## src/logic/dual_timer_pkg.sv

```systemverilog
// Constants for the dual timer/counter block.
// Assumes a 40 MHz peripheral clock and an APB register port.
package dual_timer_pkg;
  // ****************************************
  // Register map (byte addresses)
  // ****************************************
  localparam logic [11:0] ADDR_MODE = 12'h000;
  localparam logic [11:0] ADDR_CTRL = 12'h004;
  localparam logic [11:0] ADDR_LOW0 = 12'h008;
  localparam logic [11:0] ADDR_HIGH0 = 12'h00C;
  localparam logic [11:0] ADDR_LOW1 = 12'h010;
  localparam logic [11:0] ADDR_HIGH1 = 12'h014;
  localparam logic [11:0] ADDR_IRQ = 12'h018;
  // ****************************************
  // Field positions
  // ****************************************
  localparam int CTRL_RUN0 = 4;
  localparam int CTRL_FLAG0 = 5;
  localparam int CTRL_RUN1 = 6;
  localparam int CTRL_FLAG1 = 7;
  localparam int MODE_SHIFT1 = 4;
  localparam int IRQ_EN0 = 0;
  localparam int IRQ_EN1 = 1;
  localparam int IRQ_GLOBAL = 2;
  localparam int IRQ_ACK0 = 4;
  localparam int IRQ_ACK1 = 5;
  // ****************************************
  // Reset values and timing
  // ****************************************
  localparam logic [7:0] RESET_BYTE = 8'h00;
  localparam logic [2:0] CYCLE_CLOCKS = 3'h6;
  localparam logic [4:0] PRESCALE_MASK = 5'h1F;
  typedef enum logic [1:0] {
    MODE_PRESCALED = 2'b00,
    MODE_CASCADE = 2'b01,
    MODE_RELOAD = 2'b10,
    MODE_SPLIT = 2'b11
  } timer_mode_e;
endpackage

```

## src/logic/timer_unit.sv

```systemverilog
// One timer/counter unit: count bytes and mode counting logic.
// Assumes ticks and load strobes are single-cycle and synchronous.
`timescale 1ns/1ps
module timer_unit (
  // Clock and reset
  input wire logic clock,
  input wire logic reset_n,
  input wire logic clock_enable,
  // Control
  input wire logic [1:0] mode,
  input wire logic halt_split,
  input wire logic low_count,
  input wire logic high_count,
  // Preset loads
  input wire logic load_low,
  input wire logic load_high,
  input wire logic [7:0] load_data,
  // State out
  output logic [7:0] count_low_byte,
  output logic [7:0] count_high_byte,
  output logic low_overflow,
  output logic high_overflow
);
  logic [7:0] next_low;
  logic [7:0] next_high;

  // ****************************************
  // Counting
  // ****************************************
  always_comb begin
    next_low = count_low_byte;
    next_high = count_high_byte;
    low_overflow = 1'b0;
    high_overflow = 1'b0;
    unique case (dual_timer_pkg::timer_mode_e'(mode))
      dual_timer_pkg::MODE_PRESCALED: begin
        if (low_count) begin
          next_low = count_low_byte + 8'h01;
          if ((count_low_byte[4:0] & dual_timer_pkg::PRESCALE_MASK) == 5'h1F) begin
            next_high = count_high_byte + 8'h01;
            high_overflow = (count_high_byte == 8'hFF);
          end
        end
      end
      dual_timer_pkg::MODE_CASCADE: begin
        if (low_count) begin
          next_low = count_low_byte + 8'h01;
          if (count_low_byte == 8'hFF) begin
            next_high = count_high_byte + 8'h01;
            high_overflow = (count_high_byte == 8'hFF);
          end
        end
      end
      dual_timer_pkg::MODE_RELOAD: begin
        if (low_count) begin
          if (count_low_byte == 8'hFF) begin
            next_low = count_high_byte;
            low_overflow = 1'b1;
          end else begin
            next_low = count_low_byte + 8'h01;
          end
        end
      end
      dual_timer_pkg::MODE_SPLIT: begin
        if (!halt_split) begin
          if (low_count) begin
            next_low = count_low_byte + 8'h01;
            low_overflow = (count_low_byte == 8'hFF);
          end
          if (high_count) begin
            next_high = count_high_byte + 8'h01;
            high_overflow = (count_high_byte == 8'hFF);
          end
        end
      end
    endcase
    if (load_low) begin
      next_low = load_data;
    end
    if (load_high) begin
      next_high = load_data;
    end
  end

  always_ff @(posedge clock or negedge reset_n) begin
    if (!reset_n) begin
      count_low_byte <= dual_timer_pkg::RESET_BYTE;
      count_high_byte <= dual_timer_pkg::RESET_BYTE;
    end else if (clock_enable) begin
      count_low_byte <= next_low;
      count_high_byte <= next_high;
    end
  end

  a_halt_holds: assert property (@(posedge clock) disable iff (!reset_n)
    clock_enable && mode == 2'b11 && halt_split && !load_low && !load_high
    |=> $stable(count_low_byte) && $stable(count_high_byte))
    else $error("halted unit changed count");
  a_reload_value: assert property (@(posedge clock) disable iff (!reset_n)
    clock_enable && mode == 2'b10 && low_count && count_low_byte == 8'hFF && !load_low
    && !load_high |=> count_low_byte == $past(count_high_byte) && $stable(count_high_byte))
    else $error("reload value wrong");
endmodule

```

## src/logic/dual_timer.sv

```systemverilog
// Two 16-bit timer/counter units with APB registers.
// Assumes pins synchronous to clock; 40 MHz clock; APB master outside.
//
// Contract
// - Cascade mode: low byte counts, its overflow bumps high, high overflow sets flag.
// - Setting run does not clear count bytes.
// - Count bytes always readable; preset only while run is clear (the code accepts presets whether or not run is set).
// - Timer source counts once per six-clock peripheral cycle.
// - Counter source samples pin each cycle, counts high-then-low samples.
// - Gating off: run alone enables; gating on: gate pin also controls.
// - Gated unit counts only while gate pin high and run set.
// - Rollover from all ones to zero sets flag and requests interrupt.
// - Mode codes: 00 prescaled, 01 cascade, 10 reload, 11 split or halt.
// - Mode 0: high byte counts behind a modulo-32 low five-bit prescaler.
// - Mode 2: low byte counts, reloads from high byte, flag on overflow.
// - Unit 0 mode 3: low uses unit 0 controls; high uses unit 1 run/flag.
// - Unit 1 in mode 3 halts and holds its count.
// - Unit 0 uses mode bits 3:0, control 0,1,4,5; unit 1 upper ones (the code gives unit 0 control bits 4,5 and unit 1 bits 6,7).
// - Flag set on overflow, cleared by hardware on vectoring.
// - Interrupt reaches processor only with unit and global enables set.
// - Unit 1 overflow events offered as serial baud clock.
//
// Added by the designer: the APB interface to the registers and the register addresses.
`timescale 1ns/1ps
module dual_timer (
  // Clock and reset
  input wire logic clock,
  input wire logic reset_n,
  input wire logic clock_enable,
  // APB slave
  input wire logic psel,
  input wire logic penable,
  input wire logic pwrite,
  input wire logic [11:0] paddr,
  input wire logic [31:0] pwdata,
  output logic [31:0] prdata,
  output logic pready,
  output logic pslverr,
  // External pins
  input wire logic count_pin_unit0,
  input wire logic count_pin_unit1,
  input wire logic gate_pin_unit0,
  input wire logic gate_pin_unit1,
  // Interrupt vectoring
  input wire logic vector_ack_unit0,
  input wire logic vector_ack_unit1,
  // Outputs
  output logic irq_unit0,
  output logic irq_unit1,
  output logic baud_tick
);
  // ****************************************
  // State
  // ****************************************
  logic [7:0] timer_mode_reg;
  logic [7:0] timer_control_reg;
  logic [1:0] timer_irq_enable;
  logic global_irq_enable;
  logic [2:0] phase;
  logic [1:0] pin_sample;
  logic [1:0] pin_prev;
  logic [7:0] next_mode;
  logic [7:0] next_control;
  logic [1:0] next_irq_enable;
  logic next_global;
  logic [2:0] next_phase;
  logic [1:0] next_sample;
  logic [1:0] next_prev;
  logic [31:0] next_rdata;
  logic [31:0] read_data;
  logic cycle_tick;
  logic [1:0] event_sel;
  logic [1:0] enabled;
  logic [1:0] low_count;
  logic th0_count;
  logic [7:0] low_byte [2];
  logic [7:0] high_byte [2];
  logic [1:0] low_ovf;
  logic [1:0] high_ovf;
  logic [1:0] flag_set;
  logic [1:0] load_low;
  logic [1:0] load_high;
  logic write_en;
  logic [1:0] mode0;
  logic [1:0] mode1;

  function automatic logic addr_hit(input logic [11:0] a, input logic [11:0] b);
    addr_hit = (a == b);
  endfunction

  assign write_en = psel && penable && pwrite;
  assign pready = 1'b1;
  assign mode0 = timer_mode_reg[1:0];
  assign mode1 = timer_mode_reg[dual_timer_pkg::MODE_SHIFT1 +: 2];
  assign cycle_tick = clock_enable && (phase == dual_timer_pkg::CYCLE_CLOCKS - 3'h1);
  assign th0_count = cycle_tick && timer_control_reg[dual_timer_pkg::CTRL_RUN1];
  assign baud_tick = (mode1 == 2'b11) ? 1'b0 : (high_ovf[1] || low_ovf[1]);

  // ****************************************
  // Per-unit event selection and gating
  // ****************************************
  genvar u;
  generate
    for (u = 0; u < 2; u++) begin : g_unit
      logic run;
      logic gate_pin;
      logic src_sel;
      logic gate_en;
      logic [1:0] umode;
      assign umode = (u == 0) ? mode0 : mode1;
      // Unit 1 free-runs while unit 0 splits, since unit 0 borrows its run bit
      assign run = timer_control_reg[dual_timer_pkg::CTRL_RUN0 + 2 * u]
                   || (u == 1 && mode0 == 2'b11);
      assign gate_pin = (u == 0) ? gate_pin_unit0 : gate_pin_unit1;
      assign src_sel = timer_mode_reg[2 + 4 * u];
      assign gate_en = timer_mode_reg[3 + 4 * u];
      // Timer source every cycle; counter source on a high-then-low sample pair
      assign event_sel[u] = src_sel ? (cycle_tick && pin_prev[u] && !pin_sample[u])
                                    : cycle_tick;
      // Run bit never clears counts, so resume continues from held values
      assign enabled[u] = run && (!gate_en || gate_pin);
      assign low_count[u] = event_sel[u] && enabled[u];
      assign load_low[u] = write_en && clock_enable
                           && addr_hit(paddr, (u == 0) ? dual_timer_pkg::ADDR_LOW0
                                                       : dual_timer_pkg::ADDR_LOW1);
      assign load_high[u] = write_en && clock_enable
                            && addr_hit(paddr, (u == 0) ? dual_timer_pkg::ADDR_HIGH0
                                                        : dual_timer_pkg::ADDR_HIGH1);
      timer_unit unit (
        .clock(clock),
        .reset_n(reset_n),
        .clock_enable(clock_enable),
        .mode(umode),
        .halt_split(u == 1),
        .low_count(low_count[u]),
        .high_count((u == 0) ? th0_count : 1'b0),
        .load_low(load_low[u]),
        .load_high(load_high[u]),
        .load_data(pwdata[7:0]),
        .count_low_byte(low_byte[u]),
        .count_high_byte(high_byte[u]),
        .low_overflow(low_ovf[u]),
        .high_overflow(high_ovf[u])
      );
    end
  endgenerate

  // Split mode routes unit 0 high overflow to unit 1 flag
  always_comb begin
    flag_set = 2'b00;
    if (mode0 == 2'b11) begin
      flag_set[0] = low_ovf[0];
      flag_set[1] = high_ovf[0];
    end else begin
      flag_set[0] = low_ovf[0] || high_ovf[0];
      flag_set[1] = low_ovf[1] || high_ovf[1];
    end
  end

  // ****************************************
  // Registers, sampling and APB read
  // ****************************************
  always_comb begin
    next_mode = timer_mode_reg;
    next_control = timer_control_reg;
    next_irq_enable = timer_irq_enable;
    next_global = global_irq_enable;
    next_phase = (phase == dual_timer_pkg::CYCLE_CLOCKS - 3'h1) ? 3'h0 : phase + 3'h1;
    next_sample = pin_sample;
    next_prev = pin_prev;
    if (phase == dual_timer_pkg::CYCLE_CLOCKS - 3'h1) begin
      next_prev = pin_sample;
      next_sample = {count_pin_unit1, count_pin_unit0};
    end
    // Software should stop a unit before changing mode; no lockout is enforced
    if (write_en && addr_hit(paddr, dual_timer_pkg::ADDR_MODE)) begin
      next_mode = pwdata[7:0];
    end
    if (write_en && addr_hit(paddr, dual_timer_pkg::ADDR_CTRL)) begin
      next_control = pwdata[7:0];
    end
    if (write_en && addr_hit(paddr, dual_timer_pkg::ADDR_IRQ)) begin
      next_irq_enable = {pwdata[dual_timer_pkg::IRQ_EN1], pwdata[dual_timer_pkg::IRQ_EN0]};
      next_global = pwdata[dual_timer_pkg::IRQ_GLOBAL];
    end
    // Vectoring clears; a new overflow in the same cycle wins
    if (vector_ack_unit0) begin
      next_control[dual_timer_pkg::CTRL_FLAG0] = 1'b0;
    end
    if (vector_ack_unit1) begin
      next_control[dual_timer_pkg::CTRL_FLAG1] = 1'b0;
    end
    if (flag_set[0]) begin
      next_control[dual_timer_pkg::CTRL_FLAG0] = 1'b1;
    end
    if (flag_set[1]) begin
      next_control[dual_timer_pkg::CTRL_FLAG1] = 1'b1;
    end
  end

  always_comb begin
    read_data = 32'h00000000;
    unique case (paddr)
      dual_timer_pkg::ADDR_MODE: read_data[7:0] = timer_mode_reg;
      dual_timer_pkg::ADDR_CTRL: read_data[7:0] = timer_control_reg;
      dual_timer_pkg::ADDR_LOW0: read_data[7:0] = low_byte[0];
      dual_timer_pkg::ADDR_HIGH0: read_data[7:0] = high_byte[0];
      dual_timer_pkg::ADDR_LOW1: read_data[7:0] = low_byte[1];
      dual_timer_pkg::ADDR_HIGH1: read_data[7:0] = high_byte[1];
      dual_timer_pkg::ADDR_IRQ: read_data[2:0] = {global_irq_enable, timer_irq_enable};
      default: read_data = 32'h00000000;
    endcase
    next_rdata = (psel && !penable && !pwrite) ? read_data : prdata;
  end

  always_comb begin
    pslverr = 1'b0;
    if (psel && penable) begin
      unique case (paddr)
        dual_timer_pkg::ADDR_MODE, dual_timer_pkg::ADDR_CTRL, dual_timer_pkg::ADDR_LOW0,
        dual_timer_pkg::ADDR_HIGH0, dual_timer_pkg::ADDR_LOW1, dual_timer_pkg::ADDR_HIGH1,
        dual_timer_pkg::ADDR_IRQ: pslverr = 1'b0;
        default: pslverr = 1'b1;
      endcase
    end
  end

  always_ff @(posedge clock or negedge reset_n) begin
    if (!reset_n) begin
      timer_mode_reg <= dual_timer_pkg::RESET_BYTE;
      timer_control_reg <= dual_timer_pkg::RESET_BYTE;
      timer_irq_enable <= 2'b00;
      global_irq_enable <= 1'b0;
      phase <= 3'h0;
      pin_sample <= 2'b00;
      pin_prev <= 2'b00;
      prdata <= 32'h00000000;
    end else if (clock_enable) begin
      timer_mode_reg <= next_mode;
      timer_control_reg <= next_control;
      timer_irq_enable <= next_irq_enable;
      global_irq_enable <= next_global;
      phase <= next_phase;
      pin_sample <= next_sample;
      pin_prev <= next_prev;
      prdata <= next_rdata;
    end
  end

  // ****************************************
  // Interrupt requests
  // ****************************************
  always_ff @(posedge clock or negedge reset_n) begin
    if (!reset_n) begin
      irq_unit0 <= 1'b0;
      irq_unit1 <= 1'b0;
    end else if (clock_enable) begin
      irq_unit0 <= next_control[dual_timer_pkg::CTRL_FLAG0] && next_irq_enable[0] && next_global;
      irq_unit1 <= next_control[dual_timer_pkg::CTRL_FLAG1] && next_irq_enable[1] && next_global;
    end
  end

  // ****************************************
  // Checks
  // ****************************************
  a_flag_on_ovf: assert property (@(posedge clock) disable iff (!reset_n)
    clock_enable && flag_set[0] |=> timer_control_reg[dual_timer_pkg::CTRL_FLAG0])
    else $error("overflow did not set flag");
  a_irq_gated: assert property (@(posedge clock) disable iff (!reset_n)
    irq_unit0 |-> global_irq_enable && timer_irq_enable[0])
    else $error("irq without enables");
  a_run_off_hold: assert property (@(posedge clock) disable iff (!reset_n)
    !timer_control_reg[dual_timer_pkg::CTRL_RUN0] |-> !low_count[0])
    else $error("counted while stopped");
  a_gate_low_hold: assert property (@(posedge clock) disable iff (!reset_n)
    timer_mode_reg[3] && !gate_pin_unit0 |-> !low_count[0])
    else $error("counted with gate low");
  a_tick_spacing: assert property (@(posedge clock) disable iff (!reset_n)
    cycle_tick |=> !cycle_tick)
    else $error("ticks too close");
  a_vector_clear: assert property (@(posedge clock) disable iff (!reset_n)
    clock_enable && vector_ack_unit1 && !flag_set[1]
    |=> !timer_control_reg[dual_timer_pkg::CTRL_FLAG1])
    else $error("vectoring did not clear flag");
  a_cascade_carry: assert property (@(posedge clock) disable iff (!reset_n)
    clock_enable && mode0 == 2'b01 && low_count[0] && low_byte[0] == 8'hFF && !load_high[0]
    |=> high_byte[0] == $past(high_byte[0]) + 8'h01)
    else $error("cascade carry missing");
  a_edge_count: assert property (@(posedge clock) disable iff (!reset_n)
    low_count[1] && timer_mode_reg[6] |-> pin_prev[1] && !pin_sample[1])
    else $error("counter without falling edge");
  c_flag0: cover property (@(posedge clock) flag_set[0]);
  c_split: cover property (@(posedge clock) mode0 == 2'b11 && high_ovf[0]);
  c_reload: cover property (@(posedge clock) mode1 == 2'b10 && low_ovf[1]);
endmodule

```

## config.mk

```make
export PLATFORM = sky130hd
export DESIGN_NAME = dual_timer
export DESIGN_NICKNAME = d
export VERILOG_FILES = /design/src/logic/dual_timer_pkg.sv /design/src/logic/timer_unit.sv /design/src/logic/dual_timer.sv
export SDC_FILE = /design/constraint.sdc
export NUM_CORES = 1
export LEC_CHECK = 0
export BUFFER_PORTS_ARGS = -buffer_cell sky130_fd_sc_hd__buf_2
export CELL_PAD_IN_SITES_DETAIL_PLACEMENT = 1
export CELL_PAD_IN_SITES_GLOBAL_PLACEMENT = 1
export CORE_MARGIN = 2
export CORE_UTILIZATION = 25
export CTS_CLUSTER_DIAMETER = 120
export DETAILED_ROUTE_END_ITERATION = 10
export PLACE_DENSITY_LB_ADDON = 0.1
export SLEW_MARGIN = 20
export SYNTH_ARGS = -nofsm -noshare
export SYNTH_HDL_FRONTEND = slang
export SYNTH_SLANG_ARGS = --single-unit
```

## constraint.sdc

```tcl
create_clock -name clock -period 2.6 [get_ports clock]
set_input_delay 0.52 -clock clock [delete_from_list [all_inputs] [get_ports clock]]
set_output_delay 0.52 -clock clock [all_outputs]
set_load 0.03 [all_outputs]
```

### After elaboration in Yosys (flattened, before gate mapping)

Index checks and enable logic that the tools add are counted.

* register bits after elaboration: 68
* output and inout port bits: 37
* logic and storage cells: 163

* add/sub/neg operators: 5
* equality and inequality tests: 33
* multiplexer cells: 57
* reductions and logical operators: 53

Operators with widths (count)
* 8-bit two-way mux: 20
* 8-bit case mux with 2 select lines: 3
* 3-bit by 1-bit inequality test with 1-bit output, second input constant: 13
* 12-bit by 5-bit == test with 1-bit output, second input constant: 3
* 8-bit by 1-bit adder with 8-bit output, second input constant: 4
* 8-bit == test, second input constant: 4
* 5-bit case mux with 6 select lines: 1
* 1-bit logical AND: 26
* 1-bit two-way mux: 25
* 12-bit by 4-bit == test with 1-bit output, second input constant: 2
* 8-bit case mux with 3 select lines: 1
* 3-bit case mux with 7 select lines: 1
* 12-bit by 3-bit == test with 1-bit output, second input constant: 1
* 12-bit logical NOT: 1
* 5-bit == test, second input constant: 2
* 2-bit == test, second input constant: 4
* 2-bit AND reduction: 4
* 7-bit AND reduction: 1
* 7-bit OR reduction: 1
* 1-bit logical NOT: 6
* 6-bit AND reduction: 1
* 1-bit logical OR: 5
* 2-bit by 1-bit == test with 1-bit output, second input constant: 2
* 2-bit logical NOT: 2
* 13 further kinds: 15

### Logic depth before layout (Yosys ltp)

* word-level depth: 13
* gate-level depth with buffers: 11

### Modules after synthesis

From an unflattened synthesis, not the netlist that was laid out.

* cell total of the unflattened synthesis: 523
* area, all modules: 4808.4 um2

By module, submodules not included
* timer_unit: instances 2, cells each 148, area each 1247.4 um2
* dual_timer: instances 1, cells each 227, area each 2313.5 um2

### Worst setup path before layout

OpenSTA, ideal clock, no wires.

* path type: register to output
* start point: register g_unit[1].unit.count_low_byte[0]
* end point: output baud_tick
* arrival time: 1.897 ns
* data required time: 2.080 ns
* path slack: 0.183 ns
* cell stages (with the launch flop): 9
* path buffers: 1
* cells stage by stage: dfrtp_1 > ha_1 > and3_1 > clkbuf_1 > ha_1 > nor2_1 > nor4_1 > o21bai_1 > a21oi_1

* cells in the longest elaborated chain, start to end: 6
* elaborated cells on any way between the ends: 12
* classes of those cells: eq/ne: 2; mux: 9; reduce/logical: 1

Ends and longest elaborated chain
* start, declared: RTL line timer_unit.sv:19 `output logic [7:0] count_low_byte,`
* start signal, assigned: RTL line timer_unit.sv:87 `count_low_byte <= dual_timer_pkg::RESET_BYTE;`
* start signal, assigned: RTL line timer_unit.sv:90 `count_low_byte <= next_low;`
* 8-bit == test / 5-bit == test (equally long branches): RTL line timer_unit.sv:48, timer_unit.sv:56, timer_unit.sv:39
* 1-bit two-way mux, on equally long branches: RTL line timer_unit.sv:48, timer_unit.sv:39, timer_unit.sv:56
* 1-bit two-way mux, on equally long branches: RTL line timer_unit.sv:46, timer_unit.sv:37, timer_unit.sv:55
* 1-bit case mux with 2 select lines / 1-bit two-way mux (equally long branches)
* 1-bit logical OR *: RTL line dual_timer.sv:97 `assign baud_tick = (mode1 == 2'b11) ? 1'b0 : (high_ovf[1] || low_ovf[1]);`
* 1-bit two-way mux *: RTL line dual_timer.sv:97
* end, declared: RTL line dual_timer.sv:50 `output logic baud_tick`

Mark *: on every way between the ends. The rest lies on a longest branch, timed or not.

### Worst setup path after layout

Ends and elaborated chain as after synthesis.

==> flow_summary.toml <==
[layout]
reg_top3 = "g_unit.unit.count_high_byte x16, g_unit.unit.count_low_byte x16"
fillCellCount = 2085
area_delta_synth_final_pct = 22.9
num_antenna_cells = 0
drive_above_1_share_pct = 24.1
num-nets-final = 647

[detailed_routing]
highest_layer = "met4"
wirelength_um = 15400
vias_per_cell = 4.99
wirelength_met1_um = 7240
vias = 4067
drc = 0
dr.pass1.iters = 4
route.met3.wl_um = 661
drt-initial-drc-count = 237
dr_wl_met2_um = 7290
wl_per_cell_um = 18.9
ant_nets = 0

[sta]
setup_viol = 0
holdWs_ns = 0.163
finalMaxSlewViolations = 0
fmax_ghz = 0.396
post-route-period-util_pct = 97.2
slew_headroom_pct = 55.6
min_period_ns = 2.53
fin_setup_tns_ns = 0
worst_slack_ns = 0.0737
hold_viol_final = 0
worst_pin_slew_ns = 0.666
grt_setup_unrepaired = "true"
finClkSkew_ns = 0.0110

[power]
swShare_pct = 27.7
intPower_mw = 2.19
power_switching_mw = 0.840
p_leak_nw = 2.57
combPwrFrac_pct = 13.8
p_per_area_mw_per_mm2 = 546
finalPower_mw = 3.03
irDropWorstVdd_mv = 0.429
clkPwrFrac_pct = 45.8
seqPwrFrac_pct = 40.4

[cts]
cts_buffers = 9
clock-root-buffer = "clkbuf_16"
path_clk_slew_ns = 0.06
clock_latency_ns = 0.34
tritoncts = "built"
clockBufferDepth = 2
htreeDepth = 3
cts.sinks = 68

[logic_synthesis]
synth_top_family_by_area = "simple AND/OR/NAND/NOR gates"
avgSynthCellArea_um2 = 8.85
synthAdderAreaFrac_pct = 2.77
synth-simple-area-share_pct = 21.5
yosysSeqAreaShare_pct = 37.6
synth_seq_cells = 68
synth_xor_area_share_pct = 1.74
synth_warnings = 0
synth_edf_count = 0
synth-compound-area-share_pct = 17.1
synthFlopType = "dfrtp_1"
syn_inst = 511
synth_area_mm2 = 0.00452
synthMuxAreaShare_pct = 11.8
yosysUniqueCellTypes = 56
async_flop_share_pct = 100

[placement]
gp_congestion = 0.790
dp_hpwl_um = 11600
portBuffers = 43
place_ws_ns = -0.0584

[die]
fp.dieW_um = 139
ioPinCount = 93
core_mm2 = 0.0178
die_y_um = 139
initial_utilization_pct = 25.4
dieArea_mm2 = 0.0192
row_count = 49

[grt]
grtUsageTotal_pct = 16.5
grt_pass1_wl_um = 24600
antenna_found_initial = 0
grt_pass1_vias = 4147
grt_max_degree = 40
grt_overflow_total = 0

[run]
maxCapViolations = 0

[critical_path]
worstPathArrival_ns = 2.01
worstSetupStartpointType = "flop"
ff2ff_setup_slack_ns = 0.26
cp_data_required_time_ns = 2.08
critPathMaxFanout = 2
critPathKind = "flop to output pin"
worstPathCellList = "ha_2, and3_4, ha_4, nor2_2, nor4_4, nand2_1, a21oi_2, buf_6"
cp_top_family = "simple AND/OR/NAND/NOR gates"
cp-end-kind = "output pin"
worst-path-buf-inv = 1
slowest_stage = "dfrtp_1"
max_stage_delay_ns = 0.37

[run_status]
status = "finished, final reports clean"

[min_path]
hold_path_class = "primary input to async pin"
-- Yosys cell counts, drive strengths merged (4+ instances only) --
master	number	share of area (%)
a22o	5	0.97
dfrtp	68	38
nand3	24	2.7
buf	27	4.3
nor4b	4	0.77
nor2	35	2.9
clkbuf	21	1.7
o21ai	38	4.2
mux2i	23	5.1
nand4	7	0.97
nor4	8	1.2
a21oi	33	3.7
xnor2	7	1.4
ha	10	2.8
nor2b	5	0.69
nand2	65	5.4
mux2	23	5.7
and3	16	2.2
nand2b	6	0.83
a22oi	4	0.66
o211ai	7	1.2
a31oi	6	1.2
a222oi	5	1.1
inv	14	1.2
nor3	7	0.77
-- per-layer routing --
layer | track usage, % | vias to the layer above
met2 | 26.4 | 87
met3 | 3.74 | 13
li1 | - | 1940
met5 | 0 | -
met1 | 23.0 | 2027
met4 | 3.44 | 0
-- final timing paths --
| kind | start | to | depth (start not counted) |
|---|---|---|---|
| min in group clock | count_pin_unit1 | pin_sample[1] | 3 |
| max in group asynchronous | reset_n | phase[2] | 2 |
| setup / recovery | g_unit[1].unit.count_low_byte[0] | baud_tick | 8 |
| hold / removal | reset_n | g_unit[1].unit.count_high_byte[0] | 1 |
| setup reg to reg | phase[1] | g_unit[0].unit.count_high_byte[1] | 7 |
| hold reg to reg | pin_prev[0] | pin_prev[0] | 2 |
-- logic make-up after synthesis --
kind of cell,after synthesis
simple gates,193
compound gates,119
flops,68
buf+inv,62
mux,48
fa+ha+maj,10
xor+xnor,9
other cells,2
-- final cells by class --
| type | count | area (um^2) | area share [%] |
|---|---|---|---|
| Clock buffer | 11 | 253 | 4.55 |
| Inverter | 14 | 52.6 | 0.946 |
| Multi-Input combinational cell | 404 | 2640 | 47.4 |
| Tap cell | 229 | 287 | 5.16 |
| Sequential cell | 68 | 1700 | 30.6 |
| Timing Repair Buffer | 84 | 544 | 9.79 |
| Clock inverter | 5 | 83.8 | 1.51 |
-- timing repair --
item,CTS,global route
hold buffers,0,0
gates resized for setup,9,2
pin swaps,4,5
buffers inserted,6,3
endpoints found under the setup margin,2,1
-- worst register-to-register path, cell delays in order, from the launching register on --
cell and delay, ns:
dfrtp_1 0.42, nand4b_2 0.32, a2111oi_4 0.37, buf_12 0.20, a31oi_4 0.15, nor3_1 0.42
mux2i_1 0.24, a21oi_1 0.09
-- per-stage QoR --
| stage | utilization [%] | cell area, um^2 | cells |
|---|---|---|---|
| after floorplan | - | 4610 | 534 |
| after global placement | 28.6 | 5100 | 790 |
| after detailed placement | 28.6 | 5100 | 790 |
| after CTS | 30.9 | 5520 | 812 |
| after global routing | 31.2 | 5560 | 815 |
| final | 31.2 | 5560 | 815 |
-- cells in the final DEF, fill, tap and decap left out, types with 3 or more instances in the layout --
master / synthesis / final
a21oi_1: 33 / 32
a222oi_1: 5 / 5
a22o_1: 5 / 5
a22oi_1: 4 / 4
a31oi_1: 5 / 5
and2_1: 3 / 3
and3_1: 16 / 15
and4b_1: 3 / 3
buf_2: 1 / 41
buf_4: 25 / 41
clkbuf_16: 0 / 9
conb_1: 2 / 25
dfrtp_1: 68 / 68
ha_1: 10 / 8
inv_1: 14 / 14
mux2_2: 23 / 23
mux2i_1: 23 / 23
nand2_1: 65 / 65
nand2b_1: 6 / 6
nand3_1: 24 / 24
nand4_1: 7 / 7
nor2_1: 35 / 34
nor2b_1: 5 / 5
nor3_1: 7 / 7
nor4_1: 7 / 5
nor4b_1: 4 / 4
o211ai_1: 7 / 7
o21ai_0: 38 / 38
o21bai_1: 3 / 3
o22ai_1: 3 / 3
or3_1: 3 / 3
xnor2_1: 7 / 7
-- power groups by stage --
stage	clock network, mW	logic (mW)	registers, mW
after floorplan	0	0.298	1.21
after global placement	0	0.415	1.24
after detailed placement	0	0.427	1.25
after CTS	1.43	0.430	1.23
after global routing	1.49	0.476	1.24
final	1.39	0.420	1.22
No activity file was read; power rests on OpenSTA's default activity.
